[src/alu_ops_pkg.sv]
// Constants and carrier types for the immediate and bit-operation datapath.
// Assumes one core clock; all files compile after this package.
package alu_ops_pkg;

  localparam int DATA_W   = 8;
  localparam int ADDR_W   = 6;
  localparam int BIT_W    = 3;
  localparam int REG_DEPTH = 64;
  localparam int NIBBLE_MSB = 3;
  localparam logic [7:0] ACC_RESET  = 8'h00;
  localparam logic       FLAG_RESET = 1'b0;
  localparam int OP_CYCLES = 1;

  // Operation selector, one-hot
  typedef enum logic [6:0] {
    OP_NONE       = 7'h01,
    OP_ADD_IMM_C  = 7'h02,
    OP_ADD_IMM    = 7'h04,
    OP_AND_REG    = 7'h08,
    OP_AND_IMM    = 7'h10,
    OP_BIT_CLEAR  = 7'h20,
    OP_BIT_SET    = 7'h40
  } op_e;

  // One issued instruction
  typedef struct packed {
    op_e               op;
    logic [7:0]        imm;
    logic [5:0]        addr;
    logic [2:0]        bitSel;
    logic              destReg;
  } instr_s;

  // Status flags
  typedef struct packed {
    logic zero;
    logic halfCarry;
    logic carry;
  } flags_s;

endpackage : alu_ops_pkg

[src/reg_file_mem.sv]
// Register file of 64 bytes with registered read data.
// Assumes write and read addresses come from the same core clock domain.
`timescale 1ns/1ns
module reg_file_mem (
  input  wire logic                         clk,
  input  wire logic                         clkEn,
  input  wire logic [alu_ops_pkg::ADDR_W-1:0] rdAddr,
  output logic      [alu_ops_pkg::DATA_W-1:0] rdData,
  input  wire logic                         wrEn,
  input  wire logic [alu_ops_pkg::ADDR_W-1:0] wrAddr,
  input  wire logic [alu_ops_pkg::DATA_W-1:0] wrData
);
  import alu_ops_pkg::*;

  logic [DATA_W-1:0] mem [REG_DEPTH];

  // Storage has no reset; contents are software defined
  always_ff @(posedge clk) begin
    if (clkEn) begin
      if (wrEn) begin
        mem[wrAddr] <= wrData;
      end
      rdData <= mem[rdAddr];
    end
  end

endmodule : reg_file_mem

[src/immediate_bit_alu.sv]
// Execution datapath: add immediate, AND, bit clear and bit set.
// Assumes the decoder holds rdAddr one cycle ahead so that the register
// operand is ready when the instruction issues (instrValid).
`timescale 1ns/1ns
module immediate_bit_alu (
  input  wire logic                          clk,
  input  wire logic                          rst_b,
  input  wire logic                          clkEn,
  input  wire logic                          instrValid,
  input  wire alu_ops_pkg::instr_s           instr,
  input  wire logic [alu_ops_pkg::ADDR_W-1:0] rdAddr,
  output logic      [alu_ops_pkg::DATA_W-1:0] working_accumulator,
  output alu_ops_pkg::flags_s                flags,
  output logic      [alu_ops_pkg::DATA_W-1:0] regRdData
);
  import alu_ops_pkg::*;

  ////////////////////////////////////////////////////////////////////////
  // Helpers

  // Nine-bit sum plus nibble carry
  function automatic logic [9:0] add8(input logic [7:0] a,
                                      input logic [7:0] b,
                                      input logic       cin);
    logic [4:0] lo;
    logic [8:0] full;
    lo   = {1'b0, a[NIBBLE_MSB:0]} + {1'b0, b[NIBBLE_MSB:0]} + {4'h0, cin};
    full = {1'b0, a} + {1'b0, b} + {8'h00, cin};
    return {lo[4], full};
  endfunction : add8

  // Single-bit mask from the bit number
  function automatic logic [7:0] bitMask(input logic [2:0] n);
    return 8'h01 << n;
  endfunction : bitMask

  ////////////////////////////////////////////////////////////////////////
  // Register file

  logic              memWrEn;
  logic [DATA_W-1:0] memWrData;
  logic [DATA_W-1:0] regOperand;

  reg_file_mem uMem (
    .clk    (clk),
    .clkEn  (clkEn),
    .rdAddr (rdAddr),
    .rdData (regOperand),
    .wrEn   (memWrEn),
    .wrAddr (instr.addr),
    .wrData (memWrData)
  );

  assign regRdData = regOperand;

  ////////////////////////////////////////////////////////////////////////
  // Next accumulator, flags and register write

  logic [DATA_W-1:0] acc_q, acc_d;
  flags_s            flags_q, flags_d;
  logic [9:0]        sum;
  logic [DATA_W-1:0] andRes;

  always_comb begin
    acc_d     = acc_q;
    flags_d   = flags_q;
    memWrEn   = 1'b0;
    memWrData = regOperand;
    sum       = 10'h000;
    andRes    = 8'h00;
    if (instrValid) begin
      case (instr.op)
        OP_ADD_IMM_C: begin
          sum             = add8(acc_q, instr.imm, flags_q.carry);
          acc_d           = sum[7:0];
          flags_d.carry   = sum[8];
          flags_d.halfCarry = sum[9];
          flags_d.zero    = (sum[7:0] == 8'h00);
        end
        OP_ADD_IMM: begin
          sum             = add8(acc_q, instr.imm, 1'b0);
          acc_d           = sum[7:0];
          flags_d.carry   = sum[8];
          flags_d.halfCarry = sum[9];
          flags_d.zero    = (sum[7:0] == 8'h00);
        end
        OP_AND_REG: begin
          andRes       = acc_q & regOperand;
          flags_d.zero = (andRes == 8'h00);
          if (instr.destReg) begin
            memWrEn   = 1'b1;
            memWrData = andRes;
          end else begin
            acc_d = andRes;
          end
        end
        OP_AND_IMM: begin
          andRes       = acc_q & instr.imm;
          acc_d        = andRes;
          flags_d.zero = (andRes == 8'h00);
        end
        OP_BIT_CLEAR: begin
          memWrEn   = 1'b1;
          memWrData = regOperand & ~bitMask(instr.bitSel);
        end
        OP_BIT_SET: begin
          memWrEn   = 1'b1;
          memWrData = regOperand | bitMask(instr.bitSel);
        end
        default: begin
          acc_d = acc_q;
        end
      endcase
    end
  end

  // State registers; clock enable freezes everything
  always_ff @(posedge clk or negedge rst_b) begin
    if (!rst_b) begin
      acc_q   <= ACC_RESET;
      flags_q <= '{FLAG_RESET, FLAG_RESET, FLAG_RESET};
    end else if (clkEn) begin
      acc_q   <= acc_d;
      flags_q <= flags_d;
    end
  end

  assign working_accumulator = acc_q;
  assign flags               = flags_q;

  ////////////////////////////////////////////////////////////////////////
  // Checks

  logic isAdd;
  assign isAdd = instrValid &&
                 (instr.op == OP_ADD_IMM_C || instr.op == OP_ADD_IMM);

  a_add_carry_sum: assert property (@(posedge clk) disable iff (!rst_b)
    clkEn && instrValid && instr.op == OP_ADD_IMM_C |=>
      acc_q == 8'(($past(acc_q) + $past(instr.imm)) + 8'($past(flags_q.carry))))
    else $error("add with carry result wrong");

  a_add_plain_sum: assert property (@(posedge clk) disable iff (!rst_b)
    clkEn && instrValid && instr.op == OP_ADD_IMM |=>
      acc_q == 8'($past(acc_q) + $past(instr.imm)))
    else $error("add immediate result wrong");

  a_and_reg_flags: assert property (@(posedge clk) disable iff (!rst_b)
    clkEn && instrValid && instr.op == OP_AND_REG |=>
      $stable(flags_q.carry) && $stable(flags_q.halfCarry))
    else $error("register AND touched carry flags");

  a_and_reg_dest: assert property (@(posedge clk) disable iff (!rst_b)
    instrValid && instr.op == OP_AND_REG |->
      memWrEn == instr.destReg)
    else $error("register AND destination wrong");

  a_and_imm_res: assert property (@(posedge clk) disable iff (!rst_b)
    clkEn && instrValid && instr.op == OP_AND_IMM |=>
      acc_q == ($past(acc_q) & $past(instr.imm)) &&
      flags_q.zero == (acc_q == 8'h00))
    else $error("AND immediate result wrong");

  a_bit_clear: assert property (@(posedge clk) disable iff (!rst_b)
    clkEn && instrValid && instr.op == OP_BIT_CLEAR |->
      memWrEn && !memWrData[instr.bitSel] &&
      ((memWrData | bitMask(instr.bitSel)) ==
       (regOperand | bitMask(instr.bitSel)))
      ##1 ($stable(flags_q) && $stable(acc_q)))
    else $error("bit clear misbehaved");

  a_bit_set: assert property (@(posedge clk) disable iff (!rst_b)
    clkEn && instrValid && instr.op == OP_BIT_SET |->
      memWrEn && (memWrData == (regOperand | bitMask(instr.bitSel)))
      ##1 ($stable(flags_q) && $stable(acc_q)))
    else $error("bit set misbehaved");

  a_carry_out: assert property (@(posedge clk) disable iff (!rst_b)
    clkEn && isAdd |=>
      flags_q.carry == ((9'($past(acc_q)) + 9'($past(instr.imm)) +
        9'($past(instr.op) == OP_ADD_IMM_C && $past(flags_q.carry))) > 9'h0FF))
    else $error("carry flag wrong");

  a_zero_half: assert property (@(posedge clk) disable iff (!rst_b)
    clkEn && isAdd |=> flags_q.zero == (acc_q == 8'h00) &&
      flags_q.halfCarry == ((5'($past(acc_q[3:0])) + 5'($past(instr.imm[3:0]))
        + 5'($past(instr.op) == OP_ADD_IMM_C && $past(flags_q.carry)))
        > 5'h0F))
    else $error("zero or half carry flag wrong");

endmodule : immediate_bit_alu

[config.mk]
export PLATFORM = sky130hd
export DESIGN_NAME = immediate_bit_alu
export DESIGN_NICKNAME = d
export VERILOG_FILES = /design/src/alu_ops_pkg.sv /design/src/reg_file_mem.sv /design/src/immediate_bit_alu.sv
export SDC_FILE = /design/constraint.sdc
export NUM_CORES = 1
export LEC_CHECK = 0
export BUFFER_PORTS_ARGS = -buffer_cell sky130_fd_sc_hd__buf_4
export CAP_MARGIN = 30
export CORE_ASPECT_RATIO = 1.1
export CORE_MARGIN = 1.5
export CORE_UTILIZATION = 50
export DETAILED_ROUTE_END_ITERATION = 12
export PLACE_DENSITY_LB_ADDON = 0.05
export RECOVER_POWER = 100
export SETUP_SLACK_MARGIN = 0.1
export SLEW_MARGIN = 20
export SYNTH_ARGS = -nofsm -noshare
export SYNTH_HDL_FRONTEND = slang
export SYNTH_SLANG_ARGS = --single-unit
[constraint.sdc]
create_clock -name clk -period 3.93 [get_ports clk]
set_input_delay 0.786 -clock clk [delete_from_list [all_inputs] [get_ports clk]]
set_output_delay 0.786 -clock clk [all_outputs]
set_load 0.05 [all_outputs]
## Yosys cells after proc, flatten, opt, wreduce, memory -nomap -nowiden

Memories as Yosys holds them, arrays and structs flattened. A register that Yosys moved wholly into a read port is not among the register bits.
Cells that the tools add are included.

| cells by class | value |
|---|---|
| $add $sub $neg | 4 |
| $mul | 0 |
| div/mod/pow operators | 0 |
| magnitude comparators | 0 |
| equality and inequality tests | 7 |
| shifts and indexed selects | 1 |
| mux-type cells | 13 |
| bitwise logic cells | 5 |
| reductions and logical operators | 10 |

Operators with widths:

| operator | count |
|---|---|
| zero test 8 bit | 4 |
| case mux 8 bit (4 select lines) | 1 |
| bitwise AND 8 bit | 3 |
| two-way mux 8 bit | 3 |
| case mux 8 bit (3 select lines) | 1 |
| adder 8 x 8 -> 9 bit | 1 |
| adder 9 x 1 -> 9 bit | 1 |
| NOT 8 bit | 1 |
| OR 8 bit | 1 |
| << shifter 1 x 3 -> 8 bit (first input constant) | 1 |
| == test 7 x 2 -> 1 bit (second input constant) | 1 |
| == test 7 x 3 -> 1 bit (second input constant) | 1 |
| == test 7 x 4 -> 1 bit (second input constant) | 1 |
| == test 7 x 5 -> 1 bit (second input constant) | 1 |
| == test 7 x 6 -> 1 bit (second input constant) | 1 |
| == test 7 bit (second input constant) | 1 |
| AND reduction 3 bit | 2 |
| adder 4 x 4 -> 5 bit | 1 |
| adder 5 x 1 -> 5 bit | 1 |
| two-way mux 1 bit | 5 |
| case mux 1 bit (4 select lines) | 1 |
| case mux 2 bit (2 select lines) | 1 |
| AND reduction 4 bit | 1 |
| nonzero test 4 bit | 1 |
| 4 further kinds | 4 |

| storage, ports and cells | value |
|---|---|
| register bits | 11 |
| bits in latches | 0 |
| RAM bits | 512 |
| bits in read-only memories | 0 |
| bits of input ports | 35 |
| output and inout bits | 19 |
| logic and storage cells | 45 |
| memories | 1 |

Memories:

| memory | words | width | rd ports | clocked after Yosys merged registers in | wr ports | line | RTL |
|---|---|---|---|---|---|---|---|
| uMem.mem | 64 | 8 | 1 | 1 | 1 | reg_file_mem.sv:15 | `logic [DATA_W-1:0] mem [REG_DEPTH];` |

## Depth between registers and ports, before layout

Gate-level depths: netlist of the first run.

| depth | value |
|---|---|
| depth after elaboration | 7 |
| depth in mapped cells | 9 |

## Modules after synthesis

From an unflattened synthesis of the first run, not the netlist that was laid out.

| second synthesis, totals | value |
|---|---|
| cell total of the unflattened synthesis | 1141 |
| area total of the unflattened synthesis | 21926.0 µm² |

Modules (own cells, without submodules):

| module | times used | cells an instance | area each (µm²) | seq. area each (µm²) |
|---|---|---|---|---|
| reg_file_mem | 1 | 906 | 20160.6 | 15615.0 |
| immediate_bit_alu | 1 | 235 | 1765.4 | 275.3 |

## Worst setup path after synthesis of the first run

No wires, ideal clock.

| timing path | value |
|---|---|
| path type | input to register |
| from | in instr[22] in the netlist's numbering |
| to | mem uMem.mem[0][0] (data pin) |
| data arrival time | 4.421 ns |
| required time | 3.227 ns |
| path slack | -1.194 ns |
| stages | 5 |
| path buffers | 1 |
| path through | clkbuf_1 > nor2_1 > nor4b_1 > nand4b_1 > o21ai_0 |

| on the way | value |
|---|---|
| word-level cells in the longest chain between the ends | 3 |

RTL lines:

| element | line | RTL |
|---|---|---|
| start: declaration | immediate_bit_alu.sv:10 | `input wire alu_ops_pkg::instr_s instr,` |
| == test 7 bit, or another cell as far along | immediate_bit_alu.sv:72 | `case (instr.op)` |
| case mux 8 bit (3 select lines) * | immediate_bit_alu.sv:72 |  |
| two-way mux 8 bit * | immediate_bit_alu.sv:71 | `if (instrValid) begin` |
| named net memWrData[0] | immediate_bit_alu.sv:41 | `logic [DATA_W-1:0] memWrData;` |
| end: declaration | reg_file_mem.sv:15 |  |

Mark *: on every way through the listed nets, which the timed path passes. The rest lies on a longest branch.

## Final worst setup path of the first run

| timing path | value |
|---|---|
| from | in instr[22] in the netlist's numbering |
| to | mem uMem.mem[53][1], enable pin |

| on the way | value |
|---|---|
| word-level cells in the longest chain between the ends | 7 |

RTL lines:

| element | line | RTL |
|---|---|---|
| == test 7 bit or == test 7 x 6 -> 1 bit (tied branches) | immediate_bit_alu.sv:72 |  |
| OR reduction 2 bit (no line) | - |  |
| case mux 1 bit (2 select lines) * | immediate_bit_alu.sv:72 |  |
| two-way mux 1 bit * | immediate_bit_alu.sv:71 |  |
| two-way mux 1 bit * | reg_file_mem.sv:20 | `if (wrEn) begin` |
| two-way mux 1 bit * | reg_file_mem.sv:19 | `if (clkEn) begin` |
| two-way mux 1 bit (not written as such) * | reg_file_mem.sv:21 | `mem[wrAddr] <= wrData;` |

Every way passes the cells marked *; elsewhere a longest branch is shown, timed or not.

==> impl_metrics.json, run 1 <==
{
  "layout.nets": 1277,
  "finClkSkew_ns": 0.0156,
  "hpwlAfterDp_um": 31700,
  "yosys_warnings": 0,
  "hold_viol_final": 0,
  "worst-path-max-fanout": 8,
  "grt_setup_unrepaired": "no",
  "pwr-share-seq": 0.519,
  "fmax_mhz": 288,
  "slew_violations": 0,
  "synth_top_flop_cell": "edfxtp_1",
  "drive_gt1_frac": 0.263,
  "worst_path_largest_cell_delay_ns": 0.49,
  "ctsResizeCount": 0,
  "cts_num_sinks": 531,
  "leakagePower_uw": 0.00786,
  "die_area_um2": 44600,
  "synth_largest_area_cell": "edfxtp_1",
  "cp_num_buf_inv": 4,
  "area.growth.synth_to_final_pct": 14.5,
  "grt_pass1_vias": 11400,
  "antenna_found_initial": 0,
  "end_kind": "flop",
  "drc": 0,
  "switchingPower_uw": 2860,
  "cap_violations": 0,
  "syn_inst": 1070,
  "max-clock-path-buffers": 3,
  "path_cells": "clkbuf_1 -> nor2_1 -> nor4b_1 -> clkbuf_1 -> o21ai_2 -> a211oi_1 -> nand2_1 -> clkbuf_1 -> nor2_1 -> clkbuf_1",
  "ys_top_cells_by_area": "edfxtp_1 72%, mux4_2 17%, nor2_1 1.4%",
  "cp_common_cell": "clkbuf_1",
  "n_antenna_cell": 0,
  "arrival_ns": 3.68,
  "switching_share": 0.233,
  "critical_path_class": "input port to flop",
  "layout_common_cells": "520 x edfxtp_1, 161 x mux4_2, 84 x clkbuf_1",
  "grt_max_degree": 65,
  "synth_area_um2": 21700,
  "first_pass_iters": 7,
  "synth_nets": 1116,
  "gp_congestion": 0.925,
  "portBuffers": 53,
  "min_period_over_period": 0.882,
  "postRouteAntennaNets": 0,
  "syn_area_per_cell_um2": 20.3,
  "vias": 11000,
  "tightest_slew_ns": 1.35,
  "vias_per_cell": 6.02,
  "yosysSeqAreaShare": 0.732,
  "initial_utilization": 0.509,
  "htreeDepth": 2,
  "p_int_uw": 9420,
  "stdcell_count": 1835,
  "clk_pin_slew_ns": 0.06,
  "cts_hold_buf": 0,
  "finalSetupViolCount": 0,
  "pin_count": 54,
  "track_usage": 0.232,
  "ys_types": 56,
  "routed_wl_um": 50200,
  "dp.cells": 1745,
  "cpMaxStageDelayCell": "nor4b_1",
  "dieWidth_um": 202,
  "cts_buffers": 51,
  "max_slew_margin": 0.102,
  "power.density_nw_per_um2": 495,
  "overflow": 0,
  "coreArea_um2": 42600,
  "clk_latency_ns": 0.59,
  "cp_top_family": "buffers and inverters",
  "startpoint_type": "input port",
  "hold_class": "input port to asynchronous set/reset pin",
  "synth_edf_count": 520,
  "combPwrFrac": 0.102,
  "synth-seq-cells": 531,
  "num_rows": 79,
  "yosysTopAreaCellShare": 0.720,
  "mostFrequentLayoutCell": "edfxtp_1",
  "whs_ns": 0.227,
  "status": "completed",
  "grt_pass1_wl_um": 75200,
  "clockPowerShare": 0.379,
  "vdd_drop_max_mv": 0.340,
  "cts-root-buf": "clkbuf_16",
  "min_period_ns": 3.47,
  "tritoncts": "done",
  "drt_iter0_drc": 956,
  "synthArstFlopShare": 0.0207,
  "wl_per_cell_um": 27.3,
  "die-height_um": 221,
  "crit_required_ns": 4.15,
  "post_cts_buffers": 0
}
-- cells in the mapped netlist, types with 2 or more instances --
master and count:
buf_4 5, mux2_2 2, nor3_1 6, mux4_2 161, o21ai_0 26, o211ai_1 2, nand4b_1 2, a32o_1 2
a21oi_1 26, a31oi_1 4, nor4_1 2, a221oi_1 3, clkbuf_1 27, mux2i_1 8, o31ai_1 7, nor2b_1 14
buf_1 6, a222oi_1 5, and3_1 3, buf_2 15, nand2b_1 2, nand2_1 30, ha_1 10, nand3_2 2
o22ai_1 5, nor2_1 81, a211oi_2 2, xor2_1 10, edfxtp_1 520, o21bai_1 3, nand4_1 3, inv_1 15
dfrtp_1 11, xnor2_1 6, or3_1 2, or4_1 5, a211oi_1 10, nand3_1 6, nand3b_1 4
-- routing by layer --
layer	vias up	part of all wire	GRT usage
li1	4790	-	-
met1	5816	0.43	0.333
met2	368	0.49	0.368
met3	73	0.054	0.0348
met4	0	0.028	0.0770
met5	-	0	0
-- final timing paths --
path,slack [ns],from,end,cells after the start
worst max-delay path,0.46,instr[22],uMem.mem[53][1],10
worst min-delay path,0.23,rst_b,working_accumulator[1],1
worst max register to register,0.86,working_accumulator[0],flags[2],9
worst min register to register,0.51,flags[1],flags[1],1
max in group asynchronous,3.25,rst_b,flags[0],1
min in group clk,0.51,flags[1],flags[1],1
-- cells by family (layout without fill, tap and decap cells) --
| family | Yosys count | count (layout) | synth area share |
|---|---|---|---|
| AO/OA/AOI/OAI | 104 | 104 | 0.0313 |
| XOR/XNOR | 16 | 16 | 0.00646 |
| adder cells (fa/ha/maj) | 11 | 11 | 0.00669 |
| buffers and inverters | 68 | 266 | 0.0135 |
| flip-flops | 531 | 531 | 0.732 |
| multiplexers | 171 | 171 | 0.172 |
| AND/OR/NAND/NOR | 169 | 169 | 0.0377 |
-- sequential cells by signal (all words and copies together) (netlist names) --
register and cells:
uMem.mem 512, working_accumulator 8, flags 3, uMem.rdData 8
-- per-stage QoR --
step	total power, µW	setup TNS (ns)	worst slack (ns)	util	instance area [µm²]
final	12300	0	0.464	0.583	24800
after global routing	12700	0	0.324	0.583	24800
after CTS	12400	0	0.891	0.590	25100
after detailed placement	7790	0	0.454	0.554	23600
after global placement	7780	0	0.485	0.554	23600
after floorplan	7330	-66.36	-0.138	-	21700
-- cell type report --
type	instances	area, µm²
Sequential cell	531	15900
Clock inverter	22	209
Clock buffer	68	1340
Multi-Input combinational cell	471	5580
Tap cell	567	709
Inverter	15	56.3
Fill cell	3219	17800
Timing Repair Buffer	161	1050
-- power by group through the flow --
| stage | Sequential [µW] | Combinational (µW) | Clock [µW] |
|---|---|---|---|
| detailed placement | 6490 | 1300 | 0 |
| finish | 6370 | 1250 | 4650 |
| global placement | 6490 | 1290 | 0 |
| floorplan | 6600 | 731 | 0 |
| CTS | 6370 | 1300 | 4760 |
| global route | 6370 | 1360 | 4970 |
No activity file was read; power rests on OpenSTA's default activity.
==> run 2: changes to the inputs <==
- CAP_MARGIN: 30 -> 5
- CORE_ASPECT_RATIO: 1.1 -> 1.2
- GPL_TIMING_DRIVEN: not set -> 0
==> impl_metrics.json, run 2 (synthesized netlist as in run 1, its figures left out) <==
{
  "hold_viol_final": 0,
  "hpwlAfterDp_um": 35300,
  "drive_gt1_frac": 0.250,
  "grt_pass1_vias": 11300,
  "initial_utilization": 0.507,
  "first_pass_iters": 8,
  "regMostFlops": "uMem.mem",
  "antenna_found_initial": 0,
  "grt_setup_unrepaired": "no",
  "stdcell_count": 1775,
  "layout_common_cells": "520 x edfxtp_1, 161 x mux4_2, 80 x nor2_1",
  "total_power_uw": 12600,
  "tightest_slew_ns": 1.90,
  "cts-root-buf": "clkbuf_16",
  "gp_congestion": 0.867,
  "coreArea_um2": 42800,
  "cp_num_buf_inv": 3,
  "postRouteAntennaNets": 0,
  "dpl-instance-area_um2": 23200,
  "area.growth.synth_to_final_pct": 12.9,
  "max_slew_margin": -0.277,
  "r2r_slack_ns": 0.58,
  "cts_num_sinks": 531,
  "htreeDepth": 2,
  "max-clock-path-buffers": 3,
  "vias": 11000,
  "dp.cells": 1678,
  "status": "finished with violations",
  "tritoncts": "done",
  "pin_count": 54,
  "worst_path_largest_cell_delay_ns": 0.76,
  "wl_per_cell_um": 29.0,
  "crit_required_ns": 4.23,
  "drt_iter0_drc": 964,
  "arrival_ns": 4.11,
  "layout.nets": 1226,
  "finClkSkew_ns": 0.0304,
  "slew_violations": 46,
  "vdd_drop_max_mv": 0.459,
  "num_rows": 83,
  "dieWidth_um": 193,
  "clk_pin_slew_ns": 0.06,
  "min_period_ns": 3.81,
  "cpMaxStageDelayCell": "clkbuf_1",
  "cts_hold_buf": 0,
  "portBuffers": 41,
  "grt_pass1_wl_um": 75300,
  "end_kind": "flop",
  "fmax_mhz": 263,
  "cts_buffers": 52,
  "power.density_nw_per_um2": 513,
  "fillCellCount": 3271,
  "die_area_um2": 44700,
  "leakagePower_uw": 0.00769,
  "overflow": 0,
  "startpoint_type": "input port",
  "clk_latency_ns": 0.60,
  "vias_per_cell": 6.19,
  "drc": 0,
  "violations": "max-capacitance violations, max-slew violations",
  "grt_max_degree": 35,
  "hold_class": "input port to asynchronous set/reset pin",
  "largest_register_ffs": 512,
  "cap_violations": 4,
  "n_antenna_cell": 0,
  "mostFrequentLayoutCell": "edfxtp_1",
  "routed_wl_um": 51500,
  "final_core_util": 0.572,
  "die-height_um": 231,
  "finalSetupViolCount": 0,
  "tns_ns": 0,
  "track_usage": 0.240,
  "path_cells": "clkbuf_2 -> clkbuf_1 -> clkbuf_1 -> mux4_2 -> mux4_2 -> mux2i_1 -> a21oi_1",
  "worst-path-max-fanout": 10,
  "fin_area_um2": 24500,
  "min_period_over_period": 0.969,
  "critical_path_class": "input port to flop",
  "cp_top_family": "buffers and inverters"
}
## run 2: cell count changes in the layout (fill, tap and decap cells not counted), sizes merged
cell      delta
buf         -45
clkbuf      -14
clkinv      +11
bufinv       +1
clkinvlp     +1
inv          +1
## run 2: final timing paths
check | cells past startpoint | end | startpoint
max in group asynchronous | 1 | working_accumulator[4] | rst_b
min reg2reg | 1 | flags[1] | flags[1]
min in group clk | 1 | flags[1] | flags[1]
min | 1 | flags[1] | rst_b
max reg2reg | 9 | flags[2] | working_accumulator[0]
max | 7 | uMem.rdData[4] | rdAddr[1]
## run 2: repair_timing
item,4_1_cts,5_1_grt
setup endpoints to repair,0,290
endpoints found under the hold margin,0,0
gates resized for setup,0,18
setup buffers,0,0
## run 2: cell type report
cell class	count	area, µm²	area share
sequential	531	15900	0.649
multi-input combinational	471	5520	0.225
clock buffer	61	1360	0.0554
tap	552	691	0.0282
timing repair buffer	56	432	0.0176
clock inverter	36	312	0.0127
buffer	53	239	0.00976
inverter	15	56.3	0.00230
## run 2: stage by stage
step / hold slack, ns / setup WS, ns
3_5_place_dp: 0.502 / -0.447
3_3_place_gp: 0.494 / -2.70
2_1_floorplan: 0.490 / -0.138
4_1_cts: 0.000318 / 0.173
5_1_grt: 0.241 / 0.0670
6_report: 0.215 / 0.123
## run 2: routing by layer
layer,GRT usage,wire (µm),share of wire
met2,0.394,25600,0.50
met3,0.0392,3250,0.063
met1,0.332,21100,0.41
met4,0.0731,1600,0.031
met5,0,0,0
## run 2: power by group
| part | internal, µW | switching [µW] |
|---|---|---|
| Sequential | 6310 | 61.6 |
| Combinational | 452 | 832 |
| Clock | 2800 | 2110 |
| Total | 9560 | 3000 |
==> run 3: changes to the inputs <==
- PLACE_DENSITY: not set -> 0.75
- PLACE_DENSITY_LB_ADDON: 0.05 -> not set
==> impl_metrics.json, run 3 (synthesized netlist as in run 1, its figures left out) <==
{
  "leakagePower_uw": 0.00762,
  "grt_max_degree": 37,
  "post_cts_buffers": 0,
  "mostFrequentLayoutCell": "edfxtp_1",
  "largest_register_ffs": 512,
  "antenna_found_initial": 3,
  "overflow": 0,
  "dieWidth_um": 193,
  "layout_common_cells": "520 x edfxtp_1, 161 x mux4_2, 58 x clkbuf_1",
  "power.density_nw_per_um2": 499,
  "rr_worst_depth": 9,
  "worst-path-max-fanout": 8,
  "pin_count": 54,
  "fillCellCount": 3088,
  "dp.cells": 1678,
  "drt_iter0_drc": 1230,
  "htreeDepth": 2,
  "max_slew_margin": -0.0613,
  "drive_gt1_frac": 0.269,
  "num_rows": 83,
  "drc": 0,
  "status": "finished with violations",
  "violations": "max-capacitance violations, max-slew violations",
  "end_kind": "flop",
  "layout.nets": 1223,
  "crit_required_ns": 4.12,
  "cap_violations": 3,
  "cts_buffers": 49,
  "die_area_um2": 44700,
  "min_period_ns": 3.81,
  "postRouteAntennaNets": 0,
  "r2r_end": "flags[2]",
  "r2r_slack_ns": 0.55,
  "coreArea_um2": 42800,
  "hpwlAfterDp_um": 33600,
  "finalSetupViolCount": 0,
  "tns_ns": 0,
  "clk_pin_slew_ns": 0.06,
  "track_usage": 0.229,
  "arrival_ns": 4.00,
  "portBuffers": 41,
  "first_pass_iters": 5,
  "min_period_over_period": 0.970,
  "tightest_slew_ns": 1.58,
  "area.growth.synth_to_final_pct": 12.7,
  "finClkSkew_ns": 0.0269,
  "slew_violations": 59,
  "timing.rr.start": "working_accumulator[0]",
  "cts_num_sinks": 531,
  "stdcell_count": 1764,
  "startpoint_type": "input port",
  "fmax_mhz": 262,
  "critical_path_class": "input port to flop",
  "initial_utilization": 0.507,
  "max-clock-path-buffers": 3,
  "vias_per_cell": 6.33,
  "vias": 11200,
  "wl_per_cell_um": 28.3,
  "routed_wl_um": 49900,
  "hold_viol_final": 0,
  "vdd_drop_max_mv": 0.340,
  "hold_class": "input port to asynchronous set/reset pin",
  "grt_setup_unrepaired": "yes",
  "die-height_um": 231,
  "tritoncts": "done",
  "gp_congestion": 0.921,
  "grt_pass1_vias": 11400,
  "regMostFlops": "uMem.mem",
  "grt_pass1_wl_um": 73400,
  "clk_latency_ns": 0.58,
  "cts-root-buf": "clkbuf_16"
}
## run 3: cell types whose count changed in the layout (fill, tap and decap cells not counted), moves of 2 or more
cell / delta
clkinv_1: +3
o21ai_1: -5
o21ai_2: +3
nor2_2: +36
clkbuf_16: -3
nor2_1: -36
clkinv_2: -9
inv_6: -2
clkbuf_2: -7
dlymetal6s2s_1: +2
bufinv_16: -2
o21ai_0: +2
buf_4: +2
## run 3: area by class of cell
type | instances | area [µm²] | share of cell area
clock buffers | 57 | 1280 | 0.0522
diodes | 1 | 2.50 | 0.000102
flip-flops and latches | 531 | 15900 | 0.650
inverters | 15 | 56.3 | 0.00230
multi-input cells | 471 | 5610 | 0.230
repair buffers | 56 | 454 | 0.0186
well taps | 552 | 691 | 0.0282
clock inverters | 28 | 236 | 0.00967
plain buffers | 53 | 236 | 0.00967
## run 3: power by group
part | switching (µW) | internal [µW]
Sequential | 53.2 | 6310
Clock | 2000 | 2520
Combinational | 847 | 456
Total | 2900 | 9290
## run 3: worst max-delay path by stage
stage	from	end	slack (ns)	cells after the start
floorplan	instr[22]	uMem.mem[0][3]	-0.14	5
global placement	instr[20]	uMem.mem[52][3]	-2.63	5
detailed placement	instr[20]	uMem.mem[2][0]	-0.41	7
CTS	instr[20]	uMem.mem[41][6]	0.22	7
global route	instr[20]	uMem.mem[5][4]	-0.07	7
finish	instr[24]	uMem.mem[41][6]	0.12	7
## run 3: metal layers
metal,global-route usage,vias up,share of wire
met5,0.00792,-,0.00044
met4,0.0901,4,0.036
met3,0.0506,105,0.080
met2,0.376,530,0.51
met1,0.299,5842,0.38
li1,-,4688,-
## run 3: repair_timing
action | in CTS | in global routing
resized for setup | 0 | 37
hold buffers | 0 | 0
setup endpoints to repair | 0 | 352
## run 3: metrics by stage
stage / utilization / worst slack, ns / total power (µW) / hold slack (ns) / cell area [µm²]
3_5_place_dp: 0.542 / -0.413 / 7850 / 0.517 / 23200
4_1_cts: 0.577 / 0.223 / 12300 / 0.0384 / 24700
2_1_floorplan: - / -0.138 / 7330 / 0.490 / 21700
6_report: 0.572 / 0.119 / 12200 / 0.252 / 24500
3_3_place_gp: 0.530 / -2.63 / 7760 / 0.515 / 22700
5_1_grt: 0.572 / -0.0667 / 12500 / 0.295 / 24500
## run 3: worst max-delay path, stage by stage
cell and delay (ns):
clkbuf_1 0.12, or4_1 0.64, nor3_4 0.40, nand2_1 0.18
a211oi_2 0.49, nand2_1 0.53, nor2_1 0.84
